## src/irq_prio_params.svh

```systemverilog
`ifndef IRQ_PRIO_PARAMS_SVH
`define IRQ_PRIO_PARAMS_SVH
// ----------------------------------------------------------------
// register addresses
// ----------------------------------------------------------------
`define PRIO_ADDR_EXT 16'hFFF0
`define PRIO_ADDR_TMR12 16'hFFF1
`define PRIO_ADDR_TMR3B 16'hFFF2
`define PRIO_ADDR_SERAD 16'hFFF3
// ----------------------------------------------------------------
// field layout and reset values
// ----------------------------------------------------------------
`define PRIO_RESET 8'h00
`define PRIO_WRITE_MASK 8'h77
`define PRIO_HI_LSB 4
`define PRIO_LO_LSB 0
`define NMI_LEVEL 4'h8
`define NMI_MASK_LOAD 3'h7
// ----------------------------------------------------------------
// vector entries, minimum mode byte address; maximum mode is double
// ----------------------------------------------------------------
`define VEC_NMI 8'h16
`define VEC_EXT0 8'h40
`define VEC_EXT1 8'h42
`define VEC_TMR1 8'h48
`define VEC_TMR2 8'h50
`define VEC_TMR3 8'h58
`define VEC_BYTE 8'h60
`define VEC_SER 8'h68
`define VEC_AD 8'h70
`define VEC_STEP 8'h02
`define VEC_NMI_MAX 9'h02C
`endif

```

## src/irq_prio_pkg.sv

```systemverilog
package irq_prio_pkg;
	// ----------------------------------------------------------------
	// carriers
	// ----------------------------------------------------------------
	typedef struct packed {
		logic capture_irq;
		logic compare_a_irq;
		logic compare_b_irq;
		logic wide_timer_overflow_irq;
	} wide_timer_req_s;
	typedef struct packed {
		logic byte_timer_match_a_irq;
		logic byte_timer_match_b_irq;
		logic byte_timer_overflow_irq;
	} byte_timer_req_s;
	typedef struct packed {
		logic serial_error_irq;
		logic serial_receive_irq;
		logic serial_transmit_irq;
	} serial_req_s;
	typedef struct packed {
		logic valid;
		logic [2:0] level;
		logic [7:0] vector;
		logic [4:0] source;
	} candidate_s;
	typedef enum logic [1:0] {
		st_idle = 2'b00,
		st_decide = 2'b01,
		st_offer = 2'b10
	} resolve_state_e;
endpackage : irq_prio_pkg

```

## src/module_picker.sv

```systemverilog
`timescale 1ns/1ps
`include "irq_prio_params.svh"
// ----------------------------------------------------------------
// picks the first active request of one module, fixed order
// ----------------------------------------------------------------
module module_picker #(
	parameter int N = 4
) (
	// requests, bit N-1 ranks highest
	input wire logic [N-1:0] req_i,
	input wire logic [2:0] level_i,
	input wire logic [7:0] base_i,
	input wire logic [4:0] id_base_i,
	// result
	output irq_prio_pkg::candidate_s cand_o
);
	// highest bit wins; a level of zero never offers
	always_comb begin
		cand_o = '0;
		for (int i = 0; i < N; i++) begin
			if (req_i[i] && level_i != 3'h0) begin
				cand_o.valid = 1'b1;
				cand_o.level = level_i;
				cand_o.vector = base_i +
					8'(N - 1 - i) * `VEC_STEP;
				cand_o.source = id_base_i + 5'(N - 1 - i);
			end
		end
	end
endmodule : module_picker

```

## src/level_compare.sv

```systemverilog
`timescale 1ns/1ps
`include "irq_prio_params.svh"
// ----------------------------------------------------------------
// two-way merge: the higher level wins, ties keep the left one
// ----------------------------------------------------------------
module level_compare (
	// left candidate ranks first on a tie
	input irq_prio_pkg::candidate_s left_i,
	input irq_prio_pkg::candidate_s right_i,
	// winner
	output irq_prio_pkg::candidate_s win_o
);
	// strict greater test keeps the fixed inter-module order
	always_comb begin
		if (right_i.valid && (!left_i.valid ||
			right_i.level > left_i.level)) begin
			win_o = right_i;
		end else begin
			win_o = left_i;
		end
	end
endmodule : level_compare

```

## src/interrupt_priority_resolver.sv

```systemverilog
`timescale 1ns/1ps
`include "irq_prio_params.svh"
module interrupt_priority_resolver (
	// clock and reset
	input wire logic clock_i,
	input wire logic rst_i,
	// register port
	input wire logic [15:0] reg_addr_i,
	input wire logic reg_write_i,
	input wire logic [7:0] reg_wdata_i,
	output logic [7:0] reg_rdata_o,
	// request sources
	input wire logic nmi_request_i,
	input wire logic ext_request_0_i,
	input wire logic ext_request_1_i,
	input irq_prio_pkg::wide_timer_req_s timer1_i,
	input irq_prio_pkg::wide_timer_req_s timer2_i,
	input irq_prio_pkg::wide_timer_req_s timer3_i,
	input irq_prio_pkg::byte_timer_req_s byte_timer_i,
	input irq_prio_pkg::serial_req_s serial_interface_i,
	input wire logic conversion_done_irq_i,
	// CPU side
	input wire logic [2:0] cpu_mask_level_i,
	input wire logic max_mode_i,
	input wire logic [31:0] transfer_enable_bit_i,
	input wire logic accept_ack_i,
	// outputs to CPU and transfer controller
	output logic cpu_request_o,
	output logic transfer_controller_start_o,
	output logic [8:0] vector_address_o,
	output logic [3:0] level_o,
	output logic [4:0] source_o
);
	// ----------------------------------------------------------------
	// priority registers
	// ----------------------------------------------------------------
	logic [7:0] prio_ext;
	logic [7:0] prio_tmr12;
	logic [7:0] prio_tmr3b;
	logic [7:0] prio_serad;
	logic [7:0] next_prio_ext;
	logic [7:0] next_prio_tmr12;
	logic [7:0] next_prio_tmr3b;
	logic [7:0] next_prio_serad;
	logic [7:0] next_rdata;
	logic [7:0] wmasked;

	// reserved bits are dropped on write so they always read zero
	always_comb begin
		wmasked = reg_wdata_i & `PRIO_WRITE_MASK;
		next_prio_ext = prio_ext;
		next_prio_tmr12 = prio_tmr12;
		next_prio_tmr3b = prio_tmr3b;
		next_prio_serad = prio_serad;
		if (reg_write_i) begin
			unique case (reg_addr_i)
				`PRIO_ADDR_EXT: next_prio_ext = wmasked;
				`PRIO_ADDR_TMR12: next_prio_tmr12 = wmasked;
				`PRIO_ADDR_TMR3B: next_prio_tmr3b = wmasked;
				`PRIO_ADDR_SERAD: next_prio_serad = wmasked;
				default: next_prio_ext = prio_ext;
			endcase
		end
		unique case (reg_addr_i)
			`PRIO_ADDR_EXT: next_rdata = prio_ext;
			`PRIO_ADDR_TMR12: next_rdata = prio_tmr12;
			`PRIO_ADDR_TMR3B: next_rdata = prio_tmr3b;
			`PRIO_ADDR_SERAD: next_rdata = prio_serad;
			default: next_rdata = 8'h00;
		endcase
	end

	// reset returns every maskable source to level zero
	always_ff @(posedge clock_i) begin
		if (rst_i) begin
			prio_ext <= `PRIO_RESET;
			prio_tmr12 <= `PRIO_RESET;
			prio_tmr3b <= `PRIO_RESET;
			prio_serad <= `PRIO_RESET;
			reg_rdata_o <= 8'h00;
		end else begin
			prio_ext <= next_prio_ext;
			prio_tmr12 <= next_prio_tmr12;
			prio_tmr3b <= next_prio_tmr3b;
			prio_serad <= next_prio_serad;
			reg_rdata_o <= next_rdata;
		end
	end

	// upper field in bits 6..4, lower in 2..0, unsigned
	function automatic logic [2:0] hi_field(input logic [7:0] r);
		hi_field = r[`PRIO_HI_LSB +: 3];
	endfunction : hi_field
	function automatic logic [2:0] lo_field(input logic [7:0] r);
		lo_field = r[`PRIO_LO_LSB +: 3];
	endfunction : lo_field

	// ----------------------------------------------------------------
	// per-module candidates
	// ----------------------------------------------------------------
	irq_prio_pkg::candidate_s c_ext0;
	irq_prio_pkg::candidate_s c_ext1;
	irq_prio_pkg::candidate_s c_t1;
	irq_prio_pkg::candidate_s c_t2;
	irq_prio_pkg::candidate_s c_t3;
	irq_prio_pkg::candidate_s c_bt;
	irq_prio_pkg::candidate_s c_ser;
	irq_prio_pkg::candidate_s c_ad;

	// each module's field drives all its requests
	module_picker #(.N(1)) u_ext0 (
		.req_i(ext_request_0_i), .level_i(hi_field(prio_ext)),
		.base_i(`VEC_EXT0), .id_base_i(5'h00),
		.cand_o(c_ext0)
	);
	module_picker #(.N(1)) u_ext1 (
		.req_i(ext_request_1_i), .level_i(lo_field(prio_ext)),
		.base_i(`VEC_EXT1), .id_base_i(5'h01),
		.cand_o(c_ext1)
	);
	module_picker #(.N(4)) u_t1 (
		.req_i(timer1_i), .level_i(hi_field(prio_tmr12)),
		.base_i(`VEC_TMR1), .id_base_i(5'h02),
		.cand_o(c_t1)
	);
	module_picker #(.N(4)) u_t2 (
		.req_i(timer2_i), .level_i(lo_field(prio_tmr12)),
		.base_i(`VEC_TMR2), .id_base_i(5'h06),
		.cand_o(c_t2)
	);
	module_picker #(.N(4)) u_t3 (
		.req_i(timer3_i), .level_i(hi_field(prio_tmr3b)),
		.base_i(`VEC_TMR3), .id_base_i(5'h0A),
		.cand_o(c_t3)
	);
	module_picker #(.N(3)) u_bt (
		.req_i(byte_timer_i), .level_i(lo_field(prio_tmr3b)),
		.base_i(`VEC_BYTE), .id_base_i(5'h0E),
		.cand_o(c_bt)
	);
	module_picker #(.N(3)) u_ser (
		.req_i(serial_interface_i), .level_i(hi_field(prio_serad)),
		.base_i(`VEC_SER), .id_base_i(5'h11),
		.cand_o(c_ser)
	);
	module_picker #(.N(1)) u_ad (
		.req_i(conversion_done_irq_i), .level_i(lo_field(prio_serad)),
		.base_i(`VEC_AD), .id_base_i(5'h14),
		.cand_o(c_ad)
	);

	// ----------------------------------------------------------------
	// tournament, left operand keeps the documented tie order
	// ----------------------------------------------------------------
	irq_prio_pkg::candidate_s w01;
	irq_prio_pkg::candidate_s w23;
	irq_prio_pkg::candidate_s w45;
	irq_prio_pkg::candidate_s w67;
	irq_prio_pkg::candidate_s wa;
	irq_prio_pkg::candidate_s wb;
	irq_prio_pkg::candidate_s winner;
	level_compare u_m01 (.left_i(c_ext0), .right_i(c_ext1), .win_o(w01));
	level_compare u_m23 (.left_i(c_t1), .right_i(c_t2), .win_o(w23));
	level_compare u_m45 (.left_i(c_t3), .right_i(c_bt), .win_o(w45));
	level_compare u_m67 (.left_i(c_ser), .right_i(c_ad), .win_o(w67));
	level_compare u_ma (.left_i(w01), .right_i(w23), .win_o(wa));
	level_compare u_mb (.left_i(w45), .right_i(w67), .win_o(wb));
	level_compare u_mf (.left_i(wa), .right_i(wb), .win_o(winner));

	// ----------------------------------------------------------------
	// two-cycle decision pipeline and handshake
	// ----------------------------------------------------------------
	irq_prio_pkg::resolve_state_e state;
	irq_prio_pkg::resolve_state_e next_state;
	irq_prio_pkg::candidate_s stage;
	irq_prio_pkg::candidate_s next_stage;
	logic nmi_pend;
	logic next_nmi_pend;
	logic next_cpu_req;
	logic next_tc_start;
	logic [8:0] next_vector;
	logic [3:0] next_level;
	logic [4:0] next_source;
	logic above_mask;

	// strictly greater than mask; equal or less stays pending
	assign above_mask = stage.valid &&
		stage.level > cpu_mask_level_i;

	// cycle 1 samples the winner, cycle 2 compares with mask, so a
	// register write can only act after the latency
	always_comb begin
		next_state = state;
		next_stage = stage;
		next_nmi_pend = nmi_pend | nmi_request_i;
		next_cpu_req = cpu_request_o;
		next_tc_start = 1'b0;
		next_vector = vector_address_o;
		next_level = level_o;
		next_source = source_o;
		unique case (state)
			irq_prio_pkg::st_idle: begin
				next_cpu_req = 1'b0;
				if (next_nmi_pend) begin
					// bypasses levels and mask entirely
					next_nmi_pend = 1'b0;
					next_cpu_req = 1'b1;
					next_level = `NMI_LEVEL;
					next_source = 5'h1F;
					next_vector = max_mode_i ? `VEC_NMI_MAX :
						{1'b0, `VEC_NMI};
					next_state = irq_prio_pkg::st_offer;
				end else if (winner.valid) begin
					next_stage = winner;
					next_state = irq_prio_pkg::st_decide;
				end
			end
			irq_prio_pkg::st_decide: begin
				if (above_mask) begin
					next_level = {1'b0, stage.level};
					next_source = stage.source;
					next_vector = max_mode_i ?
						{stage.vector, 1'b0} :
						{1'b0, stage.vector};
					if (transfer_enable_bit_i[stage.source]) begin
						next_tc_start = 1'b1;
						next_state = irq_prio_pkg::st_idle;
					end else begin
						next_cpu_req = 1'b1;
						next_state = irq_prio_pkg::st_offer;
					end
				end else begin
					// source keeps asserting, so retry later
					next_state = irq_prio_pkg::st_idle;
				end
			end
			irq_prio_pkg::st_offer: begin
				if (accept_ack_i) begin
					next_cpu_req = 1'b0;
					next_state = irq_prio_pkg::st_idle;
				end
			end
			default: next_state = irq_prio_pkg::st_idle;
		endcase
	end

	// registers of the decision path; outputs straight from flops
	always_ff @(posedge clock_i) begin
		if (rst_i) begin
			state <= irq_prio_pkg::st_idle;
			stage <= '0;
			nmi_pend <= 1'b0;
			cpu_request_o <= 1'b0;
			transfer_controller_start_o <= 1'b0;
			vector_address_o <= 9'h000;
			level_o <= 4'h0;
			source_o <= 5'h00;
		end else begin
			state <= next_state;
			stage <= next_stage;
			nmi_pend <= next_nmi_pend;
			cpu_request_o <= next_cpu_req;
			transfer_controller_start_o <= next_tc_start;
			vector_address_o <= next_vector;
			level_o <= next_level;
			source_o <= next_source;
		end
	end
endmodule : interrupt_priority_resolver

```

## config.mk

```make
export PLATFORM = sky130hd
export DESIGN_NAME = interrupt_priority_resolver
export DESIGN_NICKNAME = d
export VERILOG_FILES = /design/src/irq_prio_pkg.sv /design/src/module_picker.sv /design/src/level_compare.sv /design/src/interrupt_priority_resolver.sv
export VERILOG_INCLUDE_DIRS = /design/src
export SDC_FILE = /design/constraint.sdc
export NUM_CORES = 1
export LEC_CHECK = 0
export ABC_AREA = 1
export BUFFER_PORTS_ARGS = -buffer_cell sky130_fd_sc_hd__buf_2
export CAP_MARGIN = 10
export CORE_ASPECT_RATIO = 0.6
export CORE_MARGIN = 1
export CORE_UTILIZATION = 45
export CTS_CLUSTER_SIZE = 24
export DETAILED_ROUTE_END_ITERATION = 6
export PLACE_DENSITY = 0.8
export SLEW_MARGIN = 5
export SYNTH_ARGS = -nofsm -noshare
export SYNTH_HDL_FRONTEND = slang
export SYNTH_SLANG_ARGS = --single-unit
```

## constraint.sdc

```tcl
create_clock -name clock_i -period 5.1 [get_ports clock_i]
set_clock_uncertainty 0.2 [all_clocks]
set_input_delay 1.02 -clock clock_i [delete_from_list [all_inputs] [get_ports clock_i]]
set_output_delay 1.02 -clock clock_i [all_outputs]
set_load 0.05 [all_outputs]
```

---- Word level (Yosys, flattened, before mapping) ----
Index checks and enable logic that the tools add are counted.
word-level totals
  flip-flop bits (word level) ............. 72
  word-level logic and storage cells ...... 158
  bits of input ports ..................... 86
  output and inout port bits .............. 28
operators by class
  bitwise operators ....................... 4
  equality and inequality tests ........... 11
  magnitude comparators ................... 9
  reductions and logical operators ........ 64
  muxes and demuxes ....................... 54
operators with widths
  kind                                                                   count
  17-bit two-way mux                                                     28
  16-bit == test (second input constant)                                 4
  1-bit logical AND                                                      29
  7-bit one-hot mux with 4 select lines                                  1
  9-bit two-way mux                                                      3
  3-bit nonzero test                                                     9
  3-bit greater-than comparator                                          8
  9-bit one-hot mux with 2 select lines                                  1
  2-bit two-way mux                                                      5
  5-bit two-way mux                                                      2
  5-bit one-hot mux with 2 select lines                                  1
  2-bit AND reduction                                                    5
  4-bit two-way mux                                                      2
  2-bit != test (second input constant)                                  4
  4-bit one-hot mux with 2 select lines                                  1
  1-bit zero test                                                        7
  1-bit logical OR                                                       7
  5-bit by 6-bit < comparator with 1-bit output (second input constant)  1
  1-bit two-way mux                                                      6
  6-bit two-way mux                                                      1
  2-bit one-hot mux with 3 select lines                                  1
  3-bit AND reduction                                                    2
  1-bit binary-select mux with 5-bit select                              1
  4-bit AND reduction                                                    1
  10 further kinds                                                       12

---- Logic depth before layout (Yosys ltp) ----
Gate-level depths: netlist (run 1).
  depth after elaboration ................. 21
  depth in mapped cells ................... 36
  depth with buffers taken out ............ 35

---- Hierarchy ----
Synthesis (run 1) repeated with hierarchy kept, for this count alone.
unflattened totals
  cell total of the unflattened synthesis .. 1,790
  area total of the unflattened synthesis .. 10,665.2 sq um
by module, submodules not included
  module                       times used  area an instance (sq um)  sequential area each (sq um)  cells each
  interrupt_priority_resolver  1           3,367.0                   1,401.3                       436
  module_picker at u_t1 ...    3           997.2                     0.0                           179
  level_compare                7           359.1                     0.0                           67
  module_picker at u_bt ...    2           613.1                     0.0                           117
  module_picker at u_ad ...    3           188.9                     0.0                           38

---- Worst setup path after synthesis (run 1) ----
No wires, ideal clock.
  path kind ............................... input -> register
  start ................................... input port timer2_i[1] in the netlist's numbering
  end ..................................... register stage[7] in the netlist's numbering
  library setup time ...................... 114 ps
  path slack .............................. 263 ps
  arrival ................................. 4,523 ps
  stages .................................. 31
  buffers on the path ..................... 1
  path through ............................ or2_1 -> nor2_1 -> nor2_1 -> ha_1 -> a21oi_1 -> nand2_1 -> nand2_1 -> nand2_2 -> nand2_2 -> nand2_1 -> and2_1 -> ha_1 -> a21oi_1 -> nand2_1 -> nand2_1 -> nand2_1 -> nand2_2 -> inv_2 -> nand3_1 -> nand2_1 -> inv_1 -> ha_1 -> and3_1 -> a21oi_1 -> o21bai_2 -> nand2_2 -> nor2_4 -> buf_6 -> nand2_1 -> a21oi_1 -> nor2_1
between the ends
  longest elaborated chain between the ends .. 17
  elaborated cells between the ends (all ways) .. 18
ends and longest elaborated chain
  what                                                              RTL line                                  source
  from (decl)                                                       interrupt_priority_resolver.sv:17         input irq_prio_pkg::wide_timer_req_s timer2_i,
  1-bit logical AND *                                               module_picker.sv:21                       if (req_i[i] && level_i != 3'h0) begin
  17-bit two-way mux * (3 in series)                                module_picker.sv:21
  3-bit greater-than comparator                                     level_compare.sv:16                       right_i.level > left_i.level)) begin
  1-bit logical OR                                                  level_compare.sv:15                       if (right_i.valid && (!left_i.valid ||
  1-bit logical AND                                                 level_compare.sv:15
  17-bit two-way mux *                                              level_compare.sv:15
  3-bit greater-than comparator                                     level_compare.sv:16
  1-bit logical OR                                                  level_compare.sv:15
  1-bit logical AND                                                 level_compare.sv:15
  17-bit two-way mux *                                              level_compare.sv:15
  3-bit greater-than comparator or 1-bit zero test (tied branches)  level_compare.sv:16, level_compare.sv:15
  1-bit logical OR                                                  level_compare.sv:15
  1-bit logical AND                                                 level_compare.sv:15
  17-bit two-way mux *                                              level_compare.sv:15
  3-bit AND reduction (no source line)                              --
  to (signal assigned)                                              interrupt_priority_resolver.sv:260        stage <= next_stage;
  to (decl)                                                         interrupt_priority_resolver.sv:175        irq_prio_pkg::candidate_s stage;
Every way passes the cells marked *; elsewhere a longest branch is shown, timed or not.
A chain may end at the register's enable or synchronous reset.

---- Worst setup path after layout (run 1) ----
  start ................................... input port timer1_i[3] in the netlist's numbering
  end ..................................... register stage[6] in the netlist's numbering
between the ends
  longest elaborated chain between the ends .. 15
  elaborated cells between the ends (all ways) .. 17
ends and longest elaborated chain
  what                                                              RTL line                                  source
  from (decl)                                                       interrupt_priority_resolver.sv:16         input irq_prio_pkg::wide_timer_req_s timer1_i,
  1-bit logical AND *                                               module_picker.sv:21
  17-bit two-way mux *                                              module_picker.sv:21
  3-bit greater-than comparator or 1-bit zero test (tied branches)  level_compare.sv:16, level_compare.sv:15
  1-bit logical OR                                                  level_compare.sv:15
  1-bit logical AND                                                 level_compare.sv:15
  17-bit two-way mux *                                              level_compare.sv:15
  3-bit greater-than comparator                                     level_compare.sv:16
  1-bit logical OR                                                  level_compare.sv:15
  1-bit logical AND                                                 level_compare.sv:15
  17-bit two-way mux *                                              level_compare.sv:15
  3-bit greater-than comparator or 1-bit zero test (tied branches)  level_compare.sv:16, level_compare.sv:15
  1-bit logical OR                                                  level_compare.sv:15
  1-bit logical AND                                                 level_compare.sv:15
  17-bit two-way mux *                                              level_compare.sv:15
  3-bit AND reduction (no source line)                              --
Marked as above.

==> summary by stage, run 1 <==
Setup path
STA classifies the critical path endpoint as a register. The most prevalent standard cell on the critical path is sky130_fd_sc_hd__nand2_1. Along the worst path, the maximum fanout reaches 7. For the worst setup path, the data arrival time is 5040 ps.

The critical path starts at timer1_i[3]. The worst setup path category is input port to register. The critical path contains buffers and inverters numbering 4 combined. The worst register-to-register path begins at prio_ext[0].

Data on the critical path is required at its endpoint by between 5000 and 6000 ps. The slowest library cell on the worst path is sky130_fd_sc_hd__ha_4. The largest single stage delay on the critical path is 270 ps. Among cell families on the critical path, the largest total delay comes from simple AND/OR/NAND/NOR gates. The worst setup path is launched from an input port.

Route
The residual antenna-violating net count after detailed routing is 0. The detailed router placed about 5800 vias in this run. Dividing the detail-routed wire length by the instance count gives around 14 um.

The first TritonRoute pass finished after 5 iterations. The post-route DRC violation count is 0. The final wirelength is roughly 15000 um. The average via count per standard cell is 5.359.

For this block, the initial DRC count from the detailed router was about 500.

Synthesis
The synthesized netlist cell count is just under 800. In this run, synthesis produced a sequential element count of 66. Each instance of the synthesized netlist takes up on average 6.143 sq um. The share of the synthesized area in the top cell type is between 20% and 30%.

For this run, the number of Yosys warnings is 0. The number of unique standard cell types used by synthesis is 44. Yosys attributes the largest share of cell area to sky130_fd_sc_hd__dfxtp_1, sky130_fd_sc_hd__nand2_1, sky130_fd_sc_hd__nand3_1, sky130_fd_sc_hd__ha_1, sky130_fd_sc_hd__inv_1. The combined area of all synthesized cells is slightly below 5000 sq um. The post-synthesis cell type with the largest combined area is sky130_fd_sc_hd__dfxtp_1. The share of the Yosys chip area taken by registers is 27.47%.

Worst hold path
The start point of the worst hold path is level_o[0]. The path type of the worst min-delay path is register to register.

STA
The number of setup violations in the final report is 0. The remaining max-slew budget at the tightest pin is between 40 and 50%. Timing would allow up to 201.3 MHz.

The total count of hold-check failures in the final report was 0. The number of pins exceeding their max-slew limit in the final report was 0. The clock period could shrink to roughly 5000 ps. The worst path uses a little over nine tenths of the clock period. At the pin with the least slew margin, the transition time is roughly 830 ps.

Global routing
Global routing used about a quarter of the available tracks across all layers. After global routing the overflow that remains totals 0. The largest net degree at the start of global routing is 41. The number of global-route vias before repair is 4839. The initial antenna violation count is 0. The first global-routing pass estimated about 23000 um of wire.

Pwr
Across the VDD grid, the largest voltage drop is between 0.00015 and 0.0002 V. The leakage power is approximately 3.2 nW. The total power is 0.001397 W. Dividing total power by cell area gives a power density of 218.2 nW/um^2.

Cells and area
The share of the core filled with cells is between 60% and 70%. The signed area change from the synthesized netlist to the final layout is 33.17%. For this run, the post-layout net count is 1059. The fraction of final layout cells sized beyond drive strength 1 is between 20 and 30%. The number of antenna diodes in the final layout is 0.

Clocking
At the later pin of the worst-skew pair, clock insertion delay measures 340 ps. The longest clock path from root to sink contains 2 buffers. Clock-pin slew was measured on the worst setup and hold paths at about 60 ps. The clock tree root driver cell is sky130_fd_sc_hd__clkbuf_16.

CTS saw 66 sinks. The number of clock buffers added by TritonCTS is 9. The number of H-tree levels is 3.

The clock tree from TritonCTS is yes.

Placed design
The count of buffers from port buffering is between 100 and 150. The weighted congestion at the end of routability-driven global placement is just under 0.9. The HPWL after detailed placement is 10810 um.

Die
In this run the standard cell core region covers between 10000 and 15000 sq um. The horizontal extent of the die is 135.5 um. In this run the vertical extent of the chip is just over 80 um. The effective utilization at floorplan is between 40% and 50%. The die covers between 10000 and 15000 sq um. The floorplan has 28 rows. The boundary pin count is approximately 110.

Flow run
The tool flagged a number of max-cap violations equal to 0.

Outcome
The run finished with clean final reports.
registers in the layout (all words and copies together) (netlist names):
register                     cells
cpu_request_o                    1
level_o                          4
nmi_pend                         1
prio_ext                         6
prio_serad                       6
prio_tmr12                       6
prio_tmr3b                       6
reg_rdata_o                      6
source_o                         5
stage                           15
state                            2
transfer_controller_start_o      1
vector_address_o                 7
worst paths after layout:
check	endpoint	slack, ps	cells after the start
max reg2reg	stage[1]	460	33
min	level_o[0]	270	2
max	stage[6]	130	33
min reg2reg	level_o[0]	270	2
tightest hold or removal path: stages, from the launching register on:
cell and delay (ps):
sky130_fd_sc_hd__dfxtp_1 310, sky130_fd_sc_hd__nand2_1 60, sky130_fd_sc_hd__a21oi_1 60
per-layer routing:
| metal | GRT usage, % | routed length, um | vias up |
|---|---|---|---|
| li1 | - | - | 2882 |
| met1 | 37.93 | 7105 | 2627 |
| met2 | 38.67 | 6324 | 288 |
| met3 | 5.185 | 1576 | 23 |
| met4 | 5.169 | 193 | 0 |
| met5 | 0 | 0 | - |
stage by stage:
stage	setup slack, ps	cell area, sq um	TNS, ps	hold WS, ps	instances
detailed placement	-142.9	5853	-1095	259.4	1065
global placement	-105.8	5853	-608.8	254.4	1065
CTS	140.9	6155	0	267.6	1081
global route	-98.73	6405	-589.6	275.4	1086
floorplan	263.1	4821	0	240.9	786
finish	133.1	6405	0	266.1	1086
Yosys cell counts (all sizes together):
cell and instances:
nor2 85, clkinv 2, o22a 1, nand2 242, and3 2, a31oi 2, nand3b 5, nand4 5
or2 3, a21oi 57, o21bai 1, o22ai 7, nand3 107, nor3 6, nor3b 2, and2 6
o21ai 37, ha 27, clkbuf 7, nor4 3, buf 16, inv 88, a22oi 1, a211oi 3
conb 1, dfxtp 66, o211ai 1
timing repair:
item / in CTS / in global routing
gates resized for setup: 0 / 53
buffers inserted: 0 / 6
hold buffers: 0 / 0
setup endpoints to repair: 0 / 13
layout make-up:
class | count | area [sq um]
fillers | 906 | 3720
multi-input cells | 607 | 3241
inverters | 90 | 337.8
repair buffers | 172 | 1035
flip-flops and latches | 66 | 1321
well taps | 135 | 168.9
clock inverters | 7 | 76.32
clock buffers | 9 | 225.2
logic make-up after synthesis:
| kind of cell | after synthesis | synth area share [%] |
|---|---|---|
| flip-flops | 66 | 27.47 |
| adder cells (fa/ha/maj) | 27 | 7.024 |
| AND/OR/NAND/NOR | 466 | 43.63 |
| AO/OA/AOI/OAI | 110 | 12.23 |
| other | 1 | 0.07797 |
| buffers and inverters | 113 | 9.574 |
cells in the final DEF (no fill, tap or decap), types with 3 or more instances in the layout:
cell type,instances
sky130_fd_sc_hd__nand2_1,209
sky130_fd_sc_hd__nand4_1,4
sky130_fd_sc_hd__nor2_1,71
sky130_fd_sc_hd__buf_4,62
sky130_fd_sc_hd__nand3_1,102
sky130_fd_sc_hd__nand3_2,4
sky130_fd_sc_hd__conb_1,4
sky130_fd_sc_hd__nand2_4,4
sky130_fd_sc_hd__and2_1,4
sky130_fd_sc_hd__o21ai_0,35
sky130_fd_sc_hd__nor2_2,8
sky130_fd_sc_hd__dfxtp_1,66
sky130_fd_sc_hd__nor2_4,6
sky130_fd_sc_hd__ha_4,4
sky130_fd_sc_hd__inv_2,13
sky130_fd_sc_hd__a21oi_2,5
sky130_fd_sc_hd__o22ai_1,7
sky130_fd_sc_hd__ha_1,22
sky130_fd_sc_hd__nand3b_1,5
sky130_fd_sc_hd__nor3_1,3
sky130_fd_sc_hd__buf_2,107
sky130_fd_sc_hd__nand2_2,29
sky130_fd_sc_hd__a211oi_1,3
sky130_fd_sc_hd__buf_6,3
sky130_fd_sc_hd__inv_1,75
sky130_fd_sc_hd__clkbuf_16,9
sky130_fd_sc_hd__a21oi_1,51
power by group:
group | switching (W) | internal, W | leakage, nW
logic | 0.000155 | 0.0000681 | 2.50
clock network | 0.000251 | 0.000382 | 0.142
registers | 0.00000790 | 0.000534 | 0.536
Note: power is estimated with default switching activity, not from simulation.
==> inputs of run 2 (changes only) <==
- PLACE_DENSITY: 0.8 -> not set
- PLACE_DENSITY_LB_ADDON: not set -> 0.08
- clock period: 5.1 -> 6.17 ns (I/O delays scaled with it)
==> summary by stage, run 2 (synthesis results as in run 1) <==
STA
The number of pins exceeding their max-slew limit in the final report is 0. The total count of hold-check failures in the final report came to 0. The minimum hold slack is around 260 ps. The number of setup violations in the final report is 0. Setup repair after global routing left no endpoint under its margin. The share of the clock period used by the worst path after layout is 91.82%.

For the pin with the worst max-slew slack, the measured transition is 846.0 ps. The maximum frequency from static timing analysis is roughly 180 MHz. The final-layout setup total negative slack is 0 ps. The clock period minus worst slack is roughly 5700 ps.

In this run the tightest slew margin relative to its limit is between 40% and 50%.

Clocking
The total clock buffers created by CTS is 9. Clock tree synthesis selected as its root buffer the cell sky130_fd_sc_hd__clkbuf_16. The quantity of hold-fixing buffers added after cts is 0.

The number of post-CTS setup repair buffers is 0. The clock tree from TritonCTS is yes. Clock latency on the worst-skew pair, taken at its later pin, is 330 ps. In this run the number of H-tree levels came out at 3.

No sink is reached through more buffers than the 2 on the longest clock path. The number of sinks handled by clock tree synthesis is 66. The clock-pin slew of the registers on the worst-case setup and hold paths is approximately 60 ps. The number of cells upsized or downsized after cts is 0.

Global routing
The largest net degree at the start of global routing is just over 40. The first global-routing pass estimated approximately 23000 um of wire. The number of global-route vias before repair is about 4600. For this run, the total global-route usage over all layers was measured as about a quarter.

The initial antenna violation count came to 0. Summed over all layers, the global routing overflow is 0.

Placed design
Detailed placement finished with a half-perimeter wire length of between 10000 and 15000 um. Port buffering added around 110 buffers. The congestion estimate from routability-driven global placement came to a little over 0.9.

Route
The met2 layer wire length in the routed design is approximately 5300 um. The highest metal layer with signal wires is met4. Wires add up to about 14000 um. The routed length on met3 is ~1400 um.

The first detailed-routing pass ran for 5 iterations. The detail route stage leaves a number of antenna-violating nets equal to 0. The routed layout has roughly 5400 vias. The violation count after the first detailed-route iteration is between 500 and 600.

After detailed routing, the number of vias per cell comes to around 5.3. The post-route DRC violation count is 0. The detailed router put a total of 7559 um of wire on met1. After detailed routing, the average wire length per cell comes to 14.07 um.

Worst hold path
The number of stages on the worst hold path is 2. The path type of the worst min-delay path is register to register.

Pwr
In this run the static leakage power is about 2.8 nW. The worst-case IR drop observed on VDD is 0.0001520 V. The total power is ~0.0011 W. In this run the power density over the cells is just under 200 nW/um^2.

Setup path
The kind of end point of the critical path is a register. The slowest library cell on the worst path is sky130_fd_sc_hd__ha_1. The setup path with the least slack is of type input port to register. The critical path data required time is a little over 6000 ps. The data arrival time of the worst path is approximately 5700 ps. The number of cell instances on the worst register-to-register path is 31. On the worst path, the slowest cell contributes a delay of 310 ps.

The critical-path maximum fanout is 11. STA classifies the critical path startpoint as an input port. Among the stages of the critical path, the cell type that occurs most often is sky130_fd_sc_hd__nand2_1.

Cells and area
The library cells used most frequently in the layout, excluding fill and tap cells, are sky130_fd_sc_hd__nand2_1, sky130_fd_sc_hd__buf_2, sky130_fd_sc_hd__nand3_1. After the last flow step, the layout net total stands at 994. The share of the core filled with cells is between 50% and 60%. The leading cell type in the layout, fill and taps excluded is sky130_fd_sc_hd__nand2_1. Counting flops per register, the top entry is stage. The register with the most flip-flops in the layout has 15 of them.

The fraction of final layout cells sized beyond drive strength 1 is approximately a fifth. The area growth from synthesis to layout is 18.31%. The largest registers in the layout are stage (15), vector_address_o (7).

The number of antenna diodes in the final layout is 0.

Outcome
The flow ran to the end, and the final reports show no timing, DRC or antenna violations.

Flow run
The number of max-capacitance violations reported is 0.

Die
The die is about 140 um wide. The standard-cell row count is 28. The effective utilization at floorplan is a little under half.

The boundary pin count is roughly 110. The die boundary height is 82.08 um. The area of the die is roughly 11000 sq um. The area of the core is 10120 sq um.
run 2: changes by cell type in the layout (fill, tap and decap cells not counted), sizes merged:
cell | before | now
clkbuf | 9 | 11
buf | 172 | 107
inv | 90 | 88
run 2: area by class of cell:
class                      count  area [sq um]
clock buffer                  11         232.7
clock inverter                 5         55.05
fill                        1042          4434
inverter                      90         337.8
multi-input combinational    607          3039
sequential                    66          1321
tap                          135         168.9
timing repair buffer         107         535.5
run 2: final timing paths:
| path | endpoint | slack [ps] | start |
|---|---|---|---|
| max reg2reg | stage[7] | 1140 | prio_tmr3b[6] |
| min | source_o[2] | 260 | source_o[2] |
| min reg2reg | source_o[2] | 260 | source_o[2] |
| max | stage[7] | 500 | serial_interface_i[2] |
run 2: critical path, delay by kind of cell:
kind | cells | cell delay (ps)
AND/OR/NAND/NOR | 21 | 2510
AO/OA/AOI/OAI | 4 | 770
buffers and inverters | 4 | 300
adder cells (fa/ha/maj) | 3 | 880
run 2: through the flow:
stage	setup slack [ps]	std cells	cell area, sq um
after global placement	371.5	1005	5403
after detailed placement	293.8	1005	5403
after CTS	614.2	1021	5690
after global routing	68.66	1021	5690
after floorplan	1119	786	4821
final	504.9	1021	5690
run 2: report_power, final:
part	switching, W	internal [W]
combinational	0.000127	0.0000512
clock	0.000190	0.000312
sequential	0.00000664	0.000442
run 2: per-layer routing:
metal / up-vias / global-route usage [%]
li1: 2750 / -
met1: 2436 / 41.43
met2: 235 / 35.69
met3: 8 / 5.679
met4: 0 / 5.169
met5: - / 0
==> inputs of run 3 (changes only) <==
--- a/config.mk
+++ b/config.mk
@@ -13,5 +13,6 @@
 export CORE_MARGIN = 1
-export CORE_UTILIZATION = 45
+export CORE_UTILIZATION = 35
 export CTS_CLUSTER_SIZE = 24
 export DETAILED_ROUTE_END_ITERATION = 6
+export GPL_ROUTABILITY_DRIVEN = 0
 export PLACE_DENSITY_LB_ADDON = 0.08
==> constraint.sdc (replaced) <==
create_clock -name clock_i -period 6.17 [get_ports clock_i]
set_clock_uncertainty 0.2 [all_clocks]
set_input_delay 0 -clock clock_i [delete_from_list [all_inputs] [get_ports clock_i]]
set_output_delay 0 -clock clock_i [all_outputs]
set_load 0.05 [all_outputs]
==> summary by stage, run 3 (synthesis results as in run 1) <==
Outcome
The run finished with clean final reports.

Route
The final wirelength is ~15000 um. The violation count after the first detailed-route iteration is roughly 550. The detail route stage leaves a number of antenna-violating nets equal to 0. Dividing the detail-routed via count by the number of cells gives between 5 and 6. In the routed design, unresolved DRC markers number 0. The total via count in the routed design is 5418.

The count of TritonRoute iterations in the first routing pass is 5. The mean routed wirelength per cell is roughly 14 um.

Clocking
TritonCTS built the clock tree. The clock net in this run drives a total of 66 sinks. The number of H-tree levels is 3. The number of cells upsized or downsized after cts is 0. The clock tree root driver cell is sky130_fd_sc_hd__clkbuf_16. The number of clock buffers added by TritonCTS is 9. After clock tree synthesis, the clock-pin slew on the worst setup and hold paths is roughly 60 ps. The number of post-CTS setup repair buffers is 0.

For the worst-skew pair, the clock arrives at the later sink with an insertion delay of roughly 330 ps. The maximum buffer depth of the clock tree is 2.

Worst hold path
The number of stages on the worst hold path is 7. The start point of the worst hold path is timer3_i[3]. The sink of the worst hold path is stage[1]. In this run the worst hold path is classified as input port to register.

STA
The maximum frequency from static timing analysis is between 150 and 200 MHz. The worst path in the final design needs a cycle of ~5600 ps, including I/O delays and setup. The transition at the pin with the smallest max-transition slack is about 870 ps. The number of setup violations in the final report is 0. The number of pins exceeding their max-slew limit in the final report was 0. After layout, the worst path uses about 91% of the clock period. Adding up every negative setup slack in the final design gives 0 ps.

The final setup slack of the worst path is 532.1 ps. Setup repair after global routing left no endpoint under its margin. The worst pin sits at a relative slew slack of 41.85%. The total count of hold-check failures in the final report came to 0.

Setup path
The critical-path maximum fanout is 11. The startpoint of the worst register-to-register path is prio_tmr3b[5]. The cell family with the largest share of critical-path delay is simple AND/OR/NAND/NOR gates. The critical path data required time is just over 6000 ps. The slowest library cell on the worst path is sky130_fd_sc_hd__dlygate4sd3_1. The worst setup path is launched from a register. The most prevalent standard cell on the critical path is sky130_fd_sc_hd__nand2_1. For flop-to-flop paths, the worst setup slack is about 530 ps.

On the worst path, the slowest cell contributes a delay of around 570 ps. The critical path contains buffers and inverters numbering 5 combined. The number of cell instances on the worst register-to-register path is 33. The worst setup path is of the register to register kind. The data arrival time of the worst path is 5660 ps. The path length in cells of the critical path is 33. The end of the worst register-to-register path is stage[7].

The worst setup path is captured at a register.

Placed design
Timing analysis after detailed placement gives a worst setup slack of approximately 1200 ps. The count of buffers from port buffering is 107. The number of cells in the design after placement is approximately 1000. The placed wire-length estimate is 11990 um.

Cells and area
The count of filler cells inserted in the layout is between 1000 and 1500. Of the cells placed in the final design, the portion with a size suffix greater than 1 is about a fifth. Across the whole layout, storage elements account for roughly 1300 sq um. At the end of the flow, the number of nets in the layout was around 1000. The register with the most flip-flops in the layout has 15 of them.

0 antenna diodes ended up in the layout. The total area of multi-input combinational cells is slightly above 3000 sq um. Counting flops per register, the top entry is stage. The final standard cell count with taps included and fillers excluded is roughly 1100. The leading cell type in the layout, fill and taps excluded is sky130_fd_sc_hd__nand2_1. From synthesis to final layout, the design area changed by 23.60%. In the layout the commonest cells are sky130_fd_sc_hd__nand2_1, sky130_fd_sc_hd__buf_2, sky130_fd_sc_hd__nand3_1. In the final layout, the registers with the most flip-flops are stage (15), vector_address_o (7).

Global routing
The number of global-route vias before repair was around 5000. Entering global routing, the biggest net connects between 40 and 50 pins. The global-route wire length before repair is around 25000 um.

The total overflow left after global routing is 0. The initial antenna violation count came to 0. The overall track demand over capacity in global routing is between 20% and 30%.

Die
The area of the die is approximately 14000 sq um. The standard-cell row count is 32. After floorplanning, the core was sized to cover between 10000 and 15000 sq um. The boundary pin count is 114. The effective utilization at floorplan is 36.62%. From bottom edge to top edge, the die measures between 90 and 100 um. The horizontal extent of the die is between 150 and 200 um.

Pwr
The leakage power is approximately 2.9 nW. Dividing total power by cell area gives a power density of approximately 190 nW/um^2. The peak supply drop is 0.0001047 V.

Flow run
The number of max-capacitance violations reported is 0.
run 3: changes by cell type in the layout (fill, tap and decap cells not counted), sizes merged:
cell         delta
clkinv          -1
clkinvlp        +3
inv             +1
dlygate4sd3    +21
clkbuf          -2
bufinv          -1
buf             +1
run 3: final cells by class:
class / count / share of cell area (%)
Multi-Input combinational cell: 607 / 51.13
Inverter: 90 / 5.683
Tap cell: 170 / 3.578
Sequential cell: 66 / 22.23
Clock buffer: 9 / 3.789
Timing Repair Buffer: 129 / 12.67
Clock inverter: 7 / 0.9261
run 3: power breakdown:
group	leakage, nW	total (W)	internal [W]	switching (W)
logic	2.25	0.000187	0.0000582	0.000129
registers	0.536	0.000448	0.000441	0.00000690
clock network	0.120	0.000481	0.000274	0.000208
total	2.91	0.00112	0.000773	0.000343
run 3: timing repair:
action	in CTS	in global routing
hold buffers	21	0
endpoints found under the setup margin	0	0
endpoints found under the hold margin	45	0
run 3: worst max-delay path by stage:
stage | start | endpoint | slack [ps]
global placement | prio_tmr3b[5] | stage[7] | 1280
detailed placement | prio_tmr3b[5] | stage[7] | 1230
floorplan | prio_serad[4] | stage[7] | 2090
finish | prio_tmr3b[5] | stage[7] | 530
CTS | prio_tmr3b[5] | stage[7] | 670
global route | prio_tmr3b[5] | stage[7] | 30
run 3: metrics by stage:
| step | area (sq um) | hold WS, ps | utilization (%) | power, W |
|---|---|---|---|---|
| final | 5944 | 41.24 | 45.26 | 0.001116 |
| after global routing | 5944 | 52.35 | 45.26 | 0.001165 |
| after CTS | 5944 | 1.742 | 45.26 | 0.001129 |
| after detailed placement | 5454 | 119.0 | 41.53 | 0.0006355 |
| after global placement | 5454 | 116.3 | 41.53 | 0.0006336 |
| after floorplan | 4821 | -52.64 | - | 0.0005759 |
run 3: per-layer routing:
layer | wire (um) | track usage [%]
met2 | 5695 | 30.82
met3 | 1311 | 5.662
met5 | 0 | 0
met4 | 148 | 5.583
met1 | 8019 | 33.15
run 3: worst min-delay path, delay by kind of cell:
| family | cells | cell delay (ps) |
|---|---|---|
| buf+inv | 2 | 150 |
| compound gates | 1 | 150 |
| simple gates | 4 | 230 |
